--- config.mk ---
export PLATFORM = sky130hd
export DESIGN_NAME = hpdic_top
export DESIGN_NICKNAME = d
export VERILOG_FILES = /design/src/design/hpdic_pkg.sv /design/src/design/hpdic_sync.sv /design/src/design/hpdic_fifo.sv /design/src/design/hpdic_top.sv
export SDC_FILE = /design/constraint.sdc
export NUM_CORES = 1
export LEC_CHECK = 0
export BUFFER_PORTS_ARGS = -buffer_cell sky130_fd_sc_hd__buf_4
export CELL_PAD_IN_SITES_DETAIL_PLACEMENT = 0
export CELL_PAD_IN_SITES_GLOBAL_PLACEMENT = 2
export CORE_ASPECT_RATIO = 2
export CORE_UTILIZATION = 53
export DETAILED_ROUTE_END_ITERATION = 8
export PLACE_DENSITY_LB_ADDON = 0.05
export SYNTH_ARGS = -nofsm -noshare
export SYNTH_HDL_FRONTEND = slang
export SYNTH_SLANG_ARGS = --single-unit
--- constraint.sdc ---
create_clock -name sys_clk -period 10.35 [get_ports sys_clk]
set_input_delay 2.5875 -clock sys_clk [delete_from_list [all_inputs] [get_ports sys_clk]]
set_output_delay 2.5875 -clock sys_clk [all_outputs]
set_load 0.05 [all_outputs]
--- src/design/hpdic_pkg.sv ---
package hpdic_pkg;

  // Host side register offsets on the three address pins.
  localparam logic [2:0] HPDIC_OFS_CONTROL = 3'h0;
  localparam logic [2:0] HPDIC_OFS_VECTOR = 3'h1;
  localparam logic [2:0] HPDIC_OFS_STATUS = 3'h2;
  localparam logic [2:0] HPDIC_OFS_IRQ_VECTOR = 3'h3;
  localparam logic [2:0] HPDIC_OFS_SPARE = 3'h4;

  // Byte register index inside the data group; address bit 2 is set.
  localparam logic [1:0] HPDIC_BYTE_HIGH = 2'h1;
  localparam logic [1:0] HPDIC_BYTE_MID = 2'h2;
  localparam logic [1:0] HPDIC_BYTE_LOW = 2'h3;

  // Transfer mode field encodings.
  localparam logic [1:0] HPDIC_MODE_IRQ = 2'h0;
  localparam logic [1:0] HPDIC_MODE_DMA24 = 2'h1;
  localparam logic [1:0] HPDIC_MODE_DMA16 = 2'h2;
  localparam logic [1:0] HPDIC_MODE_DMA8 = 2'h3;

  // Field positions of the interrupt control register.
  localparam int HPDIC_CTRL_RX_EN = 0;
  localparam int HPDIC_CTRL_TX_EN = 1;
  localparam int HPDIC_CTRL_MODE_LO = 5;
  localparam int HPDIC_CTRL_MODE_HI = 6;
  localparam int HPDIC_CTRL_INIT = 7;

  // Field positions of the command vector register.
  localparam int HPDIC_VEC_LSB = 0;
  localparam int HPDIC_VEC_MSB = 5;
  localparam int HPDIC_VEC_CMD_REQ = 7;

  // Reset values.
  localparam logic [5:0] HPDIC_VECTOR_RST = 6'h17;
  localparam logic [7:0] HPDIC_IRQ_VECTOR_RST = 8'h0f;

  // Core word and buffer sizes.
  localparam int HPDIC_WORD_W = 24;
  localparam int HPDIC_FIFO_DEPTH = 32;

  // Host pins sampled together through one synchroniser.
  typedef struct packed {
    logic cs_n;
    logic rw;
    logic strobe_n;
    logic ack_n;
    logic [2:0] addr;
    logic [7:0] data;
  } hpdic_pins_t;

  // Idle level of the pins: selects, strobe and acknowledge high.
  localparam logic [14:0] HPDIC_PINS_IDLE = 15'h5800;

endpackage

--- src/design/hpdic_sync.sv ---
`timescale 1ns/1ps
module hpdic_sync #(
  parameter int WIDTH = 1,
  parameter logic [WIDTH-1:0] RESET_VAL = '0
) (
  input wire logic sys_clk,
  input wire logic rst,
  input wire logic [WIDTH-1:0] d,
  output logic [WIDTH-1:0] q
);

  logic [WIDTH-1:0] stage1_r;
  logic [WIDTH-1:0] q_r;

  // Two flops; only the second stage is visible to the outside.
  always_ff @(posedge sys_clk) begin
    if (rst) begin
      stage1_r <= RESET_VAL;
      q_r <= RESET_VAL;
    end else begin
      stage1_r <= d;
      q_r <= stage1_r;
    end
  end

  assign q = q_r;

endmodule // hpdic_sync

--- src/design/hpdic_fifo.sv ---
`timescale 1ns/1ps
module hpdic_fifo #(
  parameter int WIDTH = 24,
  parameter int DEPTH = 32
) (
  input wire logic sys_clk,
  input wire logic rst,
  input wire logic flush,
  input wire logic in_valid,
  output logic in_ready,
  input wire logic [WIDTH-1:0] in_data,
  output logic out_valid,
  input wire logic out_ready,
  output logic [WIDTH-1:0] out_data
);

  localparam int AW = $clog2(DEPTH);

  logic [WIDTH-1:0] mem_r [DEPTH];
  logic [AW-1:0] wr_ptr_r;
  logic [AW-1:0] rd_ptr_r;
  logic [AW:0] count_r;
  logic push;
  logic pop;

  // Full and empty come straight from the occupancy count.
  assign in_ready = (count_r != (AW+1)'(DEPTH));
  assign out_valid = (count_r != '0);
  assign out_data = mem_r[rd_ptr_r];
  assign push = in_valid && in_ready;
  assign pop = out_valid && out_ready;

  // Storage is written only on an accepted push.
  always_ff @(posedge sys_clk) begin
    if (push) begin
      mem_r[wr_ptr_r] <= in_data;
    end
  end

  // Explicit wrap keeps non power of two depths correct.
  always_ff @(posedge sys_clk) begin
    if (rst || flush) begin
      wr_ptr_r <= '0;
      rd_ptr_r <= '0;
      count_r <= '0;
    end else begin
      if (push) begin
        wr_ptr_r <= (wr_ptr_r == AW'(DEPTH-1)) ? '0 : wr_ptr_r + 1'b1;
      end
      if (pop) begin
        rd_ptr_r <= (rd_ptr_r == AW'(DEPTH-1)) ? '0 : rd_ptr_r + 1'b1;
      end
      count_r <= count_r + (AW+1)'(push) - (AW+1)'(pop);
    end
  end

endmodule // hpdic_fifo

--- src/design/hpdic_top.sv ---
`timescale 1ns/1ps
// How it works
// RULE_01: Mode field 00 is interrupt mode; 01, 10, 11 are 24-, 16-, 8-bit DMA.
// RULE_02: Interrupt mode: request enables gate request pin; acknowledge returns vector.
// RULE_03: DMA mode: request pin asks for transfers, enables pick direction.
// RULE_04: DMA acknowledge drives selected byte out, or captures bus into it.
// RULE_05: During DMA a two-bit counter replaces the two low address bits.
// RULE_06: During DMA the top register address bit is forced to one.
// RULE_07: Each DMA byte advances the counter; at low byte it reloads mode.
// RULE_08: Every reset kind and stop clear the mode field to interrupt mode.
// RULE_09: Initialize bit runs the command then clears itself; resets clear it.
// RULE_10: Initialize loads the counter from the mode field.
// RULE_11: Initialize clears channel flags per enables; both in DMA undefined.
// RULE_12: A mode change alone leaves the counter untouched.
// RULE_13: Host sets initialize after every mode change.
// RULE_14: Initialize waits until a DMA transfer in progress has finished.
// RULE_15: Six-bit command vector; routine start is twice the vector.
// RULE_16: Every reset kind and stop load the command vector with 17 hex.
// RULE_17: Host never issues a command with vector zero.
// RULE_18: Command request bit and vector are taken in one write.
// RULE_19: Commands work apart from data paths and transfer mode.
// RULE_20: Host sets command request; core acknowledge clears; host may cancel.
// RULE_21: DMA receive enable means core to host, transmit enable host to core.
// RULE_22: Counter 01, 10, 11 select high, middle and low byte registers.
module hpdic_top (
  input wire logic sys_clk,
  input wire logic rst,
  input wire logic soft_reset,
  input wire logic indiv_reset,
  input wire logic stop_mode,
  input wire logic host_cs_n,
  input wire logic host_rw,
  input wire logic host_strobe_n,
  input wire logic host_addr_2,
  input wire logic host_addr_1,
  input wire logic host_addr_0,
  input wire logic [7:0] host_data_in,
  output logic [7:0] host_data_out,
  output logic host_data_oe,
  output logic host_request_n,
  input wire logic host_acknowledge_n,
  output logic core_rx_valid,
  input wire logic core_rx_ready,
  output logic [23:0] core_rx_data,
  input wire logic core_tx_valid,
  output logic core_tx_ready,
  input wire logic [23:0] core_tx_data,
  output logic core_receive_full,
  output logic core_transmit_empty,
  output logic cmd_pending,
  output logic [6:0] cmd_vector_addr,
  input wire logic cmd_ack,
  output logic dma_enabled
);

  typedef enum logic {HPDIC_DMA_IDLE, HPDIC_DMA_ACTIVE} hpdic_dma_t;

  hpdic_pkg::hpdic_pins_t pins_raw;
  hpdic_pkg::hpdic_pins_t pins;
  hpdic_dma_t dma_state_r;
  hpdic_dma_t dma_state_nxt;
  logic clr;
  logic rx_en_r;
  logic tx_en_r;
  logic [1:0] mode_r;
  logic init_r;
  logic [5:0] vector_r;
  logic command_request_r;
  logic [7:0] irq_vector_r;
  logic [1:0] cnt_r;
  logic [7:0] rx_byte_r [1:3];
  logic [7:0] tx_byte_r [1:3];
  logic [23:0] core_word_r;
  logic receive_full_r;
  logic transmit_empty_r;
  logic core_tx_empty_r;
  logic acc_prev_r;
  logic [2:0] lat_addr_r;
  logic [7:0] lat_data_r;
  logic lat_rw_r;
  logic [7:0] data_out_r;
  logic oe_r;
  logic acc;
  logic host_wr;
  logic host_rd_end;
  logic host_rd;
  logic ack_act;
  logic dma_on;
  logic dir_rx;
  logic dir_tx;
  logic dma_busy;
  logic dma_end;
  logic init_exec;
  logic req;
  logic irq_ack;
  logic [2:0] eff_addr;
  logic [7:0] read_word [0:7];
  logic [7:0] ctrl_rd;
  logic [7:0] status_rd;
  logic wr_ctrl;
  logic wr_vector;
  logic wr_irq_vector;
  logic tx_wr_en;
  logic [1:0] tx_sel;
  logic tx_low_done;
  logic rx_low_done;
  logic fifo_in_ready;
  logic fifo_push;
  logic move;
  logic core_accept;
  logic fifo_flush;

  // Every host pin is asynchronous, so the whole group is synchronised.
  assign pins_raw = '{cs_n: host_cs_n, rw: host_rw,
                      strobe_n: host_strobe_n, ack_n: host_acknowledge_n,
                      addr: {host_addr_2, host_addr_1, host_addr_0},
                      data: host_data_in};

  hpdic_sync #(
    .WIDTH(15),
    .RESET_VAL(hpdic_pkg::HPDIC_PINS_IDLE)
  ) u_pin_sync (
    .sys_clk(sys_clk),
    .rst(rst),
    .d(pins_raw),
    .q(pins)
  );

  // All four clear sources act alike on mode, command and flag state; the interrupt vector, latches and byte registers differ.
  assign clr = rst || soft_reset || indiv_reset || stop_mode; // RULE_08

  // Host register strobes; a write lands when the strobe ends.
  assign acc = !pins.cs_n && !pins.strobe_n;
  assign host_wr = acc_prev_r && !acc && !lat_rw_r;
  assign host_rd_end = acc_prev_r && !acc && lat_rw_r;
  assign host_rd = acc && pins.rw && !dma_busy;
  assign wr_ctrl = host_wr && (lat_addr_r == hpdic_pkg::HPDIC_OFS_CONTROL);
  assign wr_vector = host_wr && (lat_addr_r == hpdic_pkg::HPDIC_OFS_VECTOR);
  assign wr_irq_vector = host_wr &&
                         (lat_addr_r == hpdic_pkg::HPDIC_OFS_IRQ_VECTOR);

  // Mode decode, transfer direction and request pin.
  assign dma_on = (mode_r != hpdic_pkg::HPDIC_MODE_IRQ); // RULE_01
  assign dir_rx = dma_on && rx_en_r && !tx_en_r; // RULE_21
  assign dir_tx = dma_on && tx_en_r && !rx_en_r; // RULE_03
  assign req = (rx_en_r && receive_full_r) ||
               (tx_en_r && transmit_empty_r); // RULE_02
  assign host_request_n = !req;
  assign ack_act = !pins.ack_n;
  assign irq_ack = !dma_on && ack_act && req; // RULE_02
  assign dma_enabled = dma_on;

  // A byte transfer lasts while acknowledge is held in a DMA mode.
  always_comb begin
    dma_state_nxt = dma_state_r;
    case (dma_state_r)
      HPDIC_DMA_IDLE: begin
        if (dma_on && ack_act) begin
          dma_state_nxt = HPDIC_DMA_ACTIVE; // RULE_03
        end
      end
      HPDIC_DMA_ACTIVE: begin
        if (!ack_act) begin
          dma_state_nxt = HPDIC_DMA_IDLE;
        end
      end
      default: dma_state_nxt = HPDIC_DMA_IDLE;
    endcase
  end

  assign dma_busy = (dma_state_r == HPDIC_DMA_ACTIVE);
  assign dma_end = dma_busy && !ack_act;
  assign eff_addr = dma_busy ? {1'b1, cnt_r} : pins.addr; // RULE_05 RULE_06

  // Initialize is held off while a byte transfer is under way.
  assign init_exec = init_r && !dma_busy; // RULE_14

  always_ff @(posedge sys_clk) begin
    if (clr) begin
      dma_state_r <= HPDIC_DMA_IDLE;
    end else begin
      dma_state_r <= dma_state_nxt;
    end
  end

  // Latch the access while the strobe or acknowledge is active.
  always_ff @(posedge sys_clk) begin
    if (rst) begin
      acc_prev_r <= 1'b0;
      lat_addr_r <= 3'h0;
      lat_rw_r <= 1'b1;
      lat_data_r <= 8'h00;
    end else begin
      acc_prev_r <= acc;
      if (acc) begin
        lat_addr_r <= pins.addr;
        lat_rw_r <= pins.rw;
      end
      if (acc || dma_busy) begin
        lat_data_r <= pins.data;
      end
    end
  end

  // Control register; a pending initialize survives until it runs.
  always_ff @(posedge sys_clk) begin
    if (clr) begin
      rx_en_r <= 1'b0;
      tx_en_r <= 1'b0;
      mode_r <= hpdic_pkg::HPDIC_MODE_IRQ; // RULE_08
      init_r <= 1'b0; // RULE_09
    end else if (wr_ctrl) begin
      rx_en_r <= lat_data_r[hpdic_pkg::HPDIC_CTRL_RX_EN];
      tx_en_r <= lat_data_r[hpdic_pkg::HPDIC_CTRL_TX_EN];
      mode_r <= {lat_data_r[hpdic_pkg::HPDIC_CTRL_MODE_HI],
                 lat_data_r[hpdic_pkg::HPDIC_CTRL_MODE_LO]};
      init_r <= lat_data_r[hpdic_pkg::HPDIC_CTRL_INIT] ||
                (init_r && !init_exec);
    end else if (init_exec) begin
      init_r <= 1'b0; // RULE_09
    end
  end

  // Command vector: one write carries both fields, set beats acknowledge.
  always_ff @(posedge sys_clk) begin
    if (clr) begin
      vector_r <= hpdic_pkg::HPDIC_VECTOR_RST; // RULE_16
      command_request_r <= 1'b0;
    end else if (wr_vector) begin
      vector_r <= lat_data_r[hpdic_pkg::HPDIC_VEC_MSB:
                             hpdic_pkg::HPDIC_VEC_LSB]; // RULE_18
      command_request_r <= lat_data_r[hpdic_pkg::HPDIC_VEC_CMD_REQ]; // RULE_20
    end else if (cmd_ack) begin
      command_request_r <= 1'b0; // RULE_20
    end
  end

  // Command outputs ignore mode and data flags entirely.
  assign cmd_pending = command_request_r; // RULE_19
  assign cmd_vector_addr = {vector_r, 1'b0}; // RULE_15

  // The vector returned on an interrupt acknowledge; only full resets.
  always_ff @(posedge sys_clk) begin
    if (rst || soft_reset) begin
      irq_vector_r <= hpdic_pkg::HPDIC_IRQ_VECTOR_RST;
    end else if (wr_irq_vector) begin
      irq_vector_r <= lat_data_r;
    end
  end

  // Counter: initialize presets, each byte steps, low byte wraps.
  always_ff @(posedge sys_clk) begin
    if (clr) begin
      cnt_r <= hpdic_pkg::HPDIC_MODE_IRQ;
    end else if (init_exec) begin
      cnt_r <= mode_r; // RULE_10
    end else if (dma_end) begin
      if (cnt_r == hpdic_pkg::HPDIC_BYTE_LOW) begin
        cnt_r <= mode_r; // RULE_07
      end else begin
        cnt_r <= cnt_r + 2'h1; // RULE_07
      end
    end
    // A mode write alone never touches the counter.
  end // RULE_12

  // Byte selects; DMA writes take the counter, host writes the address.
  assign tx_wr_en = (dma_end && dir_tx) ||
                    (host_wr && lat_addr_r[2] && (lat_addr_r[1:0] != 2'h0));
  assign tx_sel = dma_end ? cnt_r : lat_addr_r[1:0]; // RULE_04
  assign tx_low_done = tx_wr_en && (tx_sel == hpdic_pkg::HPDIC_BYTE_LOW);
  assign rx_low_done = (dma_end && dir_rx &&
                        (cnt_r == hpdic_pkg::HPDIC_BYTE_LOW)) ||
                       (host_rd_end && (lat_addr_r == {1'b1,
                        hpdic_pkg::HPDIC_BYTE_LOW}));

  // Word moves: core word to receive bytes, transmit bytes to buffer.
  assign move = !receive_full_r && !core_tx_empty_r && !init_exec;
  assign core_accept = core_tx_valid && core_tx_empty_r;
  assign fifo_push = !transmit_empty_r && fifo_in_ready;
  assign fifo_flush = init_exec && tx_en_r; // RULE_11

  // Index 1 is the high byte and index 3 the low byte of a word.
  genvar gi;
  generate
    for (gi = 1; gi <= 3; gi++) begin : g_byte
      always_ff @(posedge sys_clk) begin
        if (rst) begin
          tx_byte_r[gi] <= 8'h00;
          rx_byte_r[gi] <= 8'h00;
        end else begin
          if (tx_wr_en && (tx_sel == 2'(gi))) begin
            tx_byte_r[gi] <= lat_data_r; // RULE_04
          end
          if (move) begin
            rx_byte_r[gi] <= core_word_r[8*(3-gi) +: 8]; // RULE_22
          end
        end
      end
      assign read_word[4+gi] = rx_byte_r[gi]; // RULE_22
    end
  endgenerate

  // Channel flags; a hardware set always wins over a clear.
  always_ff @(posedge sys_clk) begin
    if (clr) begin
      receive_full_r <= 1'b0;
      transmit_empty_r <= 1'b1;
    end else begin
      if (move) begin
        receive_full_r <= 1'b1;
      end else if (rx_low_done || (init_exec && rx_en_r)) begin
        receive_full_r <= 1'b0; // RULE_11
      end
      if (fifo_push || (init_exec && tx_en_r)) begin
        transmit_empty_r <= 1'b1; // RULE_11
      end else if (tx_low_done) begin
        transmit_empty_r <= 1'b0;
      end
    end
  end

  // Core transmit stage; a word held when init runs with receive enabled is dropped.
  always_ff @(posedge sys_clk) begin
    if (clr) begin
      core_tx_empty_r <= 1'b1;
      core_word_r <= 24'h000000;
    end else begin
      if (core_accept) begin
        core_tx_empty_r <= 1'b0;
        core_word_r <= core_tx_data;
      end else if (move || (init_exec && rx_en_r)) begin
        core_tx_empty_r <= 1'b1; // RULE_11
      end
    end
  end

  assign core_tx_ready = core_tx_empty_r;
  assign core_transmit_empty = core_tx_empty_r;

  // Host to core words queue here; a slow core stalls the host bytes.
  hpdic_fifo #(
    .WIDTH(hpdic_pkg::HPDIC_WORD_W),
    .DEPTH(hpdic_pkg::HPDIC_FIFO_DEPTH)
  ) u_fifo (
    .sys_clk(sys_clk),
    .rst(clr),
    .flush(fifo_flush),
    .in_valid(!transmit_empty_r),
    .in_ready(fifo_in_ready),
    .in_data({tx_byte_r[1], tx_byte_r[2], tx_byte_r[3]}),
    .out_valid(core_rx_valid),
    .out_ready(core_rx_ready),
    .out_data(core_rx_data)
  );

  assign core_receive_full = core_rx_valid;

  // Read values of the host register map.
  assign ctrl_rd = {init_r, mode_r, 3'h0, tx_en_r, rx_en_r};
  assign status_rd = {req, dma_on, 3'h0,
                      transmit_empty_r && !core_rx_valid,
                      transmit_empty_r, receive_full_r};
  assign read_word[0] = ctrl_rd;
  assign read_word[1] = {command_request_r, 1'b0, vector_r};
  assign read_word[2] = status_rd;
  assign read_word[3] = irq_vector_r;
  assign read_word[4] = 8'h00;

  // Data pins are registered; the vector answer beats a register read.
  always_ff @(posedge sys_clk) begin
    if (clr) begin
      data_out_r <= 8'h00;
      oe_r <= 1'b0;
    end else begin
      data_out_r <= irq_ack ? irq_vector_r : read_word[eff_addr]; // RULE_04
      oe_r <= irq_ack || host_rd || (dma_busy && dir_rx);
    end
  end

  assign host_data_out = data_out_r;
  assign host_data_oe = oe_r;
endmodule // hpdic_top

## After elaboration in Yosys (flattened, before gate mapping)

Memories as Yosys holds them, arrays and structs flattened. A register that Yosys moved wholly into a read port is not among the register bits.
Cells that the tools add are included.

| cells by class | value |
|---|---|
| add/sub/neg operators | 5 |
| $lt $le $gt $ge | 1 |
| equal/unequal tests | 10 |
| muxes and demuxes | 46 |
| bitwise gates (word level) | 8 |
| reduce and logical (&&, ||, !) cells | 78 |

Operator list:

| cell | count |
|---|---|
| $mux 8 | 9 |
| $logic_and 1x1->1 | 39 |
| $mux 1 | 26 |
| $bmux 8 s3 | 1 |
| $mux 5 | 4 |
| $logic_not 1->1 | 15 |
| $logic_or 1x1->1 | 14 |
| $reduce_bool 2->1 | 7 |
| $add 5x1->5 const B | 2 |
| $eq 5x5->1 const B | 2 |
| $mux 2 | 4 |
| $add 6x1->6 | 1 |
| $eq 2x2->1 const B | 3 |
| $ne 6x6->1 const B | 1 |
| $or 1x1->1 | 6 |
| $reduce_bool 6->1 | 1 |
| $sub 6x1->6 | 1 |
| $ge 4x4->1 const B | 1 |
| $not 3->4 | 1 |
| $eq 3x1->1 const B | 1 |
| $eq 3x2->1 const B | 1 |
| $eq 3x3->1 const B | 1 |
| $logic_not 3->1 | 1 |
| $mux 3 | 1 |
| other kinds (5) | 5 |

| word-level totals | value |
|---|---|
| bits in registers | 118 |
| bits in writable memories | 816 |
| input port bits | 47 |
| logic and storage cells | 175 |
| memories kept | 3 |

Memories:

| name | words | width | rd ports | clocked after memory_dff | wr ports | RTL line | text |
|---|---|---|---|---|---|---|---|
| u_fifo.mem_r | 32 | 24 | 1 | 1 | 1 | hpdic_fifo.sv:19 | `logic [WIDTH-1:0] mem_r [DEPTH];` |
| rx_byte_r | 3 | 8 | 3 | 0 | 3 | hpdic_top.sv:71 | `logic [7:0] rx_byte_r [1:3];` |
| tx_byte_r | 3 | 8 | 3 | 0 | 3 | hpdic_top.sv:72 | `logic [7:0] tx_byte_r [1:3];` |

## Logic depth before layout (Yosys ltp)

| depth | value |
|---|---|
| depth after elaboration | 13 |
| depth in mapped cells | 13 |
| mapped depth without buffers | 12 |

## Hierarchy

A second synthesis with hierarchy kept.

| unflattened totals | value |
|---|---|
| cell total of the unflattened synthesis | 2102 |
| area total of the unflattened synthesis | 36373.6 µm² |

Modules (own cells, without submodules):

| module | instances | cells an instance | area an instance (µm²) |
|---|---|---|---|
| hpdic_fifo | 1 | 1527 | 30425.4 |
| hpdic_top | 1 | 512 | 5138.7 |
| hpdic_sync | 1 | 63 | 809.5 |

## Worst setup path after synthesis

Ideal clock, no wire load.

| timing | value |
|---|---|
| path type | reg-to-output |
| from | reg with a tool-made name |
| to | out core_rx_data[0] |
| data arrival time | 2.217 ns |
| data required time | 7.763 ns |
| setup slack | 5.546 ns |
| stages on the path, launching flop included | 7 |
| cell sequence | dfxtp_1 > clkbuf_1 > buf_4 > buf_2 > mux4_2 > mux4_2 > mux2_2 |

RTL lines:

| what | RTL line | text |
|---|---|---|
| to (decl) | hpdic_top.sv:44 | `output logic [23:0] core_rx_data,` |

==> key figures <==
Job
  – Max cap viols: 0

Outcome
  – Status: finished, final reports clean

STA
  – Worst-Margin Slew: between 1 and 1.5 ns
  – Slew HR: 0.260
  – Final hold violations: 0
  – Endpoints failing setup: 0
  – Fmax: 151 MHz
  – RSZ-0062 raised after global routing: false
  – Fin Setup TNS: 0 ns
  – Min Tclk post-route: ~6.6 ns
  – Fin. max-slew vios: 0
  – Worst Clk Skew: ~0.021 ns
  – Period utilization: 0.638
  – Worst hold slack: 0.406 ns
  – Setup WS post-layout: about 3.7 ns

Synth
  – Syn_nets: between 1500 and 2000
  – Post-synth EDFFs: 816
  – Ys flop type: edfxtp_1
  – Syn Area/Cell: approximately 20 µm²
  – FFs w/ async S/R, synth: 0
  – Post-Synthesis Cells: roughly 1800
  – Mapped cell area: between 30000 and 40000 µm²
  – Synth warnings: 0
  – Yosys reg bits: around 940
  – Part of the Yosys area used for sequential elements: 0.748
  – Netlist cell types: 55

Floorplan
  – Initial cell density of the core: 0.537
  – Core ar.: approximately 67000 µm²
  – Std cell rows: 134
  – Die area: a little under 70000 µm²
  – Chip Height: between 300 and 400 µm
  – Boundary pin count: between 90 and 100
  – DIE WIDTH: 186 µm

Clock tree
  – Post-cts sizing count: 0
  – Cts-stage hold buffer count: 0
  – CTS Buffer Depth: 3
  – Worst-Skew Late Latency: 0.65 ns
  – Htree depth: 3
  – CTS Buf Count: a little under 80
  – TritonCTS clock tree: yes
  – CTS root buf: clkbuf_16
  – Number of setup buffers added after CTS: 0
  – CTS sink cnt: around 940
  – Clk slew on worst S/H paths: 0.06 ns

Placed design
  – Post-DP Area: 38000 µm²
  – IO Port Bufs: a little over 90
  – Dpl cells: about 2700
  – RePlAce Congestion: around 0.77
  – Pre-CTS setup slack: 4.28 ns
  – DP HPWL: 45.8 mm

Detailed routing
  – Final WL: approximately 84 mm
  – Vias: roughly 17000
  – Routed wl met3: ~4.5 mm
  – Met2 wire len: roughly 46 mm
  – Final antenna-violating net count: 0
  – Initial DRC count: between 1500 and 2000
  – Routed vias/inst: 6.08
  – DRT Pass-1 Iters: 5
  – Met1 wire length: a little over 30 mm
  – Residual DRC: 0
  – WL per Instance: 29.1 µm
  – Uppermost layer routed: met4

Cells and area
  – Final nets: approximately 2000
  – Layout cells sized above 1: 0.279
  – Layout Area Growth over Synthesis: 12.3%
  – Final core utilization: 0.603
  – Final std cells w/o fill: roughly 2900
  – Final std cell area, no fill: about 40000 µm²

Critical path
  – Worst Path Required: ~7.8 ns
  – RR Startpoint: u_fifo.count_r[2]
  – Worst r2r path cells: 8
  – Nature of the critical path startpoint: register
  – Critical path's slowest cell: dfxtp_4
  – RR Endpoint: u_fifo.mem_r[6][9]
  – CP peak stage delay: roughly 0.96 ns
  – Critical Path Fanout Max: 93
  – CP cell instances: buf_12 -> mux4_2 -> mux4_2 -> mux2_2 -> buf_4
  – Reg2reg setup slack: ~7 ns
  – Worst setup path class: reg -> out
  – Critical path arrival: between 4 and 5 ns
  – Worst path most repeated cell: mux4_2
  – Worst setup EP type: primary output

Global route
  – First-pass GRT wire length: 122 mm
  – Largest net degree at the start of global routing: about 160
  – Grt ovf: 0
  – Initial antenna violation count: 1
  – Number of global-route vias before repair: 18418
  – Tot GR Track Use: 0.250

Pwr
  – Leak Pwr: roughly 13 nW
  – Maximum VDD drop: 0.000143 V
  – Power Total: between 7 and 8 mW
  – Pwr dens: 176 nW/µm²

Worst hold path
  – Hold path startpoint: u_pin_sync.stage1_r[12]
  – Worst Hold Path EP: u_pin_sync.q[12]
  – Hold Path Depth: 1
  – HP Class: reg -> reg
## power by group
part           switching, mW  total, mW  internal (mW)
clock network           1.31       2.92           1.62
registers             0.0318       4.13           4.10
logic                 0.0290     0.0497         0.0207
total                   1.37       7.11           5.74
## Yosys cell counts, types with 4 or more instances
cell | number | share of area
buf_4 | 10 | 0.0021
a21oi_1 | 69 | 0.0096
and2_1 | 50 | 0.0087
buf_1 | 14 | 0.0015
mux4_2 | 240 | 0.15
a32o_1 | 5 | 0.0014
buf_2 | 22 | 0.0031
o21ai_0 | 18 | 0.0025
ha_1 | 16 | 0.0056
edfxtp_1 | 816 | 0.68
or3_1 | 5 | 0.00087
o211ai_1 | 7 | 0.0015
clkbuf_1 | 54 | 0.0056
mux2_2 | 28 | 0.0087
inv_1 | 11 | 0.0011
o21bai_1 | 5 | 0.0010
nor2b_1 | 26 | 0.0045
nand3b_1 | 4 | 0.00083
nor3_1 | 11 | 0.0015
o21ai_1 | 6 | 0.00083
nand2b_1 | 8 | 0.0014
nor2_1 | 63 | 0.0066
nand3_1 | 16 | 0.0022
mux2i_1 | 28 | 0.0078
a31oi_1 | 8 | 0.0014
dfxtp_1 | 123 | 0.068
nand2_1 | 111 | 0.012
or2_1 | 10 | 0.0017
## placed cells by master, fill, tap and decap left out, drive strengths merged, types with 2 or more instances in the layout
cell type / synthesis / final
a21oi: 69 / 69
a22oi: 2 / 2
a31oi: 8 / 8
a32o: 5 / 5
and2: 50 / 50
and3: 2 / 2
buf: 47 / 133
bufinv: 0 / 6
clkbuf: 54 / 98
clkinv: 0 / 30
clkinvlp: 0 / 3
dfxtp: 123 / 123
edfxtp: 816 / 816
ha: 16 / 16
inv: 13 / 14
mux2: 28 / 28
mux2i: 28 / 28
mux4: 240 / 240
nand2: 111 / 111
nand2b: 8 / 8
nand3: 16 / 16
nand3b: 4 / 4
nor2: 63 / 63
nor2b: 26 / 26
nor3: 12 / 12
nor3b: 2 / 2
o2111ai: 2 / 2
o211ai: 7 / 7
o21ai: 24 / 24
o21bai: 5 / 5
o2bb2ai: 2 / 2
or2: 12 / 12
or3: 5 / 5
or3b: 2 / 2
or4: 2 / 2
xnor2: 2 / 2
xor2: 2 / 2
## routing by layer
layer | global-route usage | vias to the layer above
li1 | - | 7506
met1 | 0.297 | 9233
met2 | 0.461 | 582
met3 | 0.0368 | 146
met4 | 0.0920 | 0
met5 | 0 | -
## cell families after synthesis
kind of cell / share of synthesized area
buf+inv: 0.0139
fa+ha+maj: 0.00611
simple gates: 0.0436
flops: 0.748
xor+xnor: 0.000972
compound gates: 0.0207
mux: 0.166
other cells: 0.000104
## layout make-up
cell class	instances	area (µm²)
Fill cell	4867	26600
Clock buffer	98	2140
Clock inverter	40	360
Timing Repair Buffer	133	1020
Inverter	13	48.8
Multi-Input combinational cell	767	8810
Tap cell	884	1110
Sequential cell	939	27000
Antenna cell	1	2.50
## sequential cells by signal (all words and copies together), names as in the netlist, 2 cells and up, named ones only
| name | cells |
|---|---|
| u_fifo.wr_ptr_r | 5 |
| u_fifo.mem_r | 768 |
| cnt_r | 2 |
| rx_byte_r | 24 |
| irq_vector_r | 8 |
| u_pin_sync.q | 15 |
| host_data_out | 8 |
| lat_data_r | 8 |
| core_word_r | 24 |
| u_fifo.rd_ptr_r | 5 |
| mode_r | 2 |
| lat_addr_r | 3 |
| u_pin_sync.stage1_r | 15 |
| vector_r | 6 |
| tx_byte_r | 24 |
| u_fifo.count_r | 6 |
## how the worst max path moves through the flow
| stage | endpoint | slack, ns | cells after the start |
|---|---|---|---|
| 3_5_place_dp | core_rx_data[4] | 4.28 | 5 |
| 5_1_grt | core_rx_data[21] | 3.47 | 5 |
| 4_1_cts | core_rx_data[4] | 3.58 | 5 |
| 6_report | core_rx_data[21] | 3.75 | 5 |
| 2_1_floorplan | core_rx_data[0] | 5.55 | 6 |
| 3_3_place_gp | core_rx_data[4] | 4.29 | 5 |
## worst max-delay path, delay by kind of cell (launching register included)
family / cells / cell delay [ns]
multiplexers: 3 / 1.40
buffers and inverters: 2 / 0.85
flip-flops: 1 / 0.96
Power figures use the tool's default switching activity.
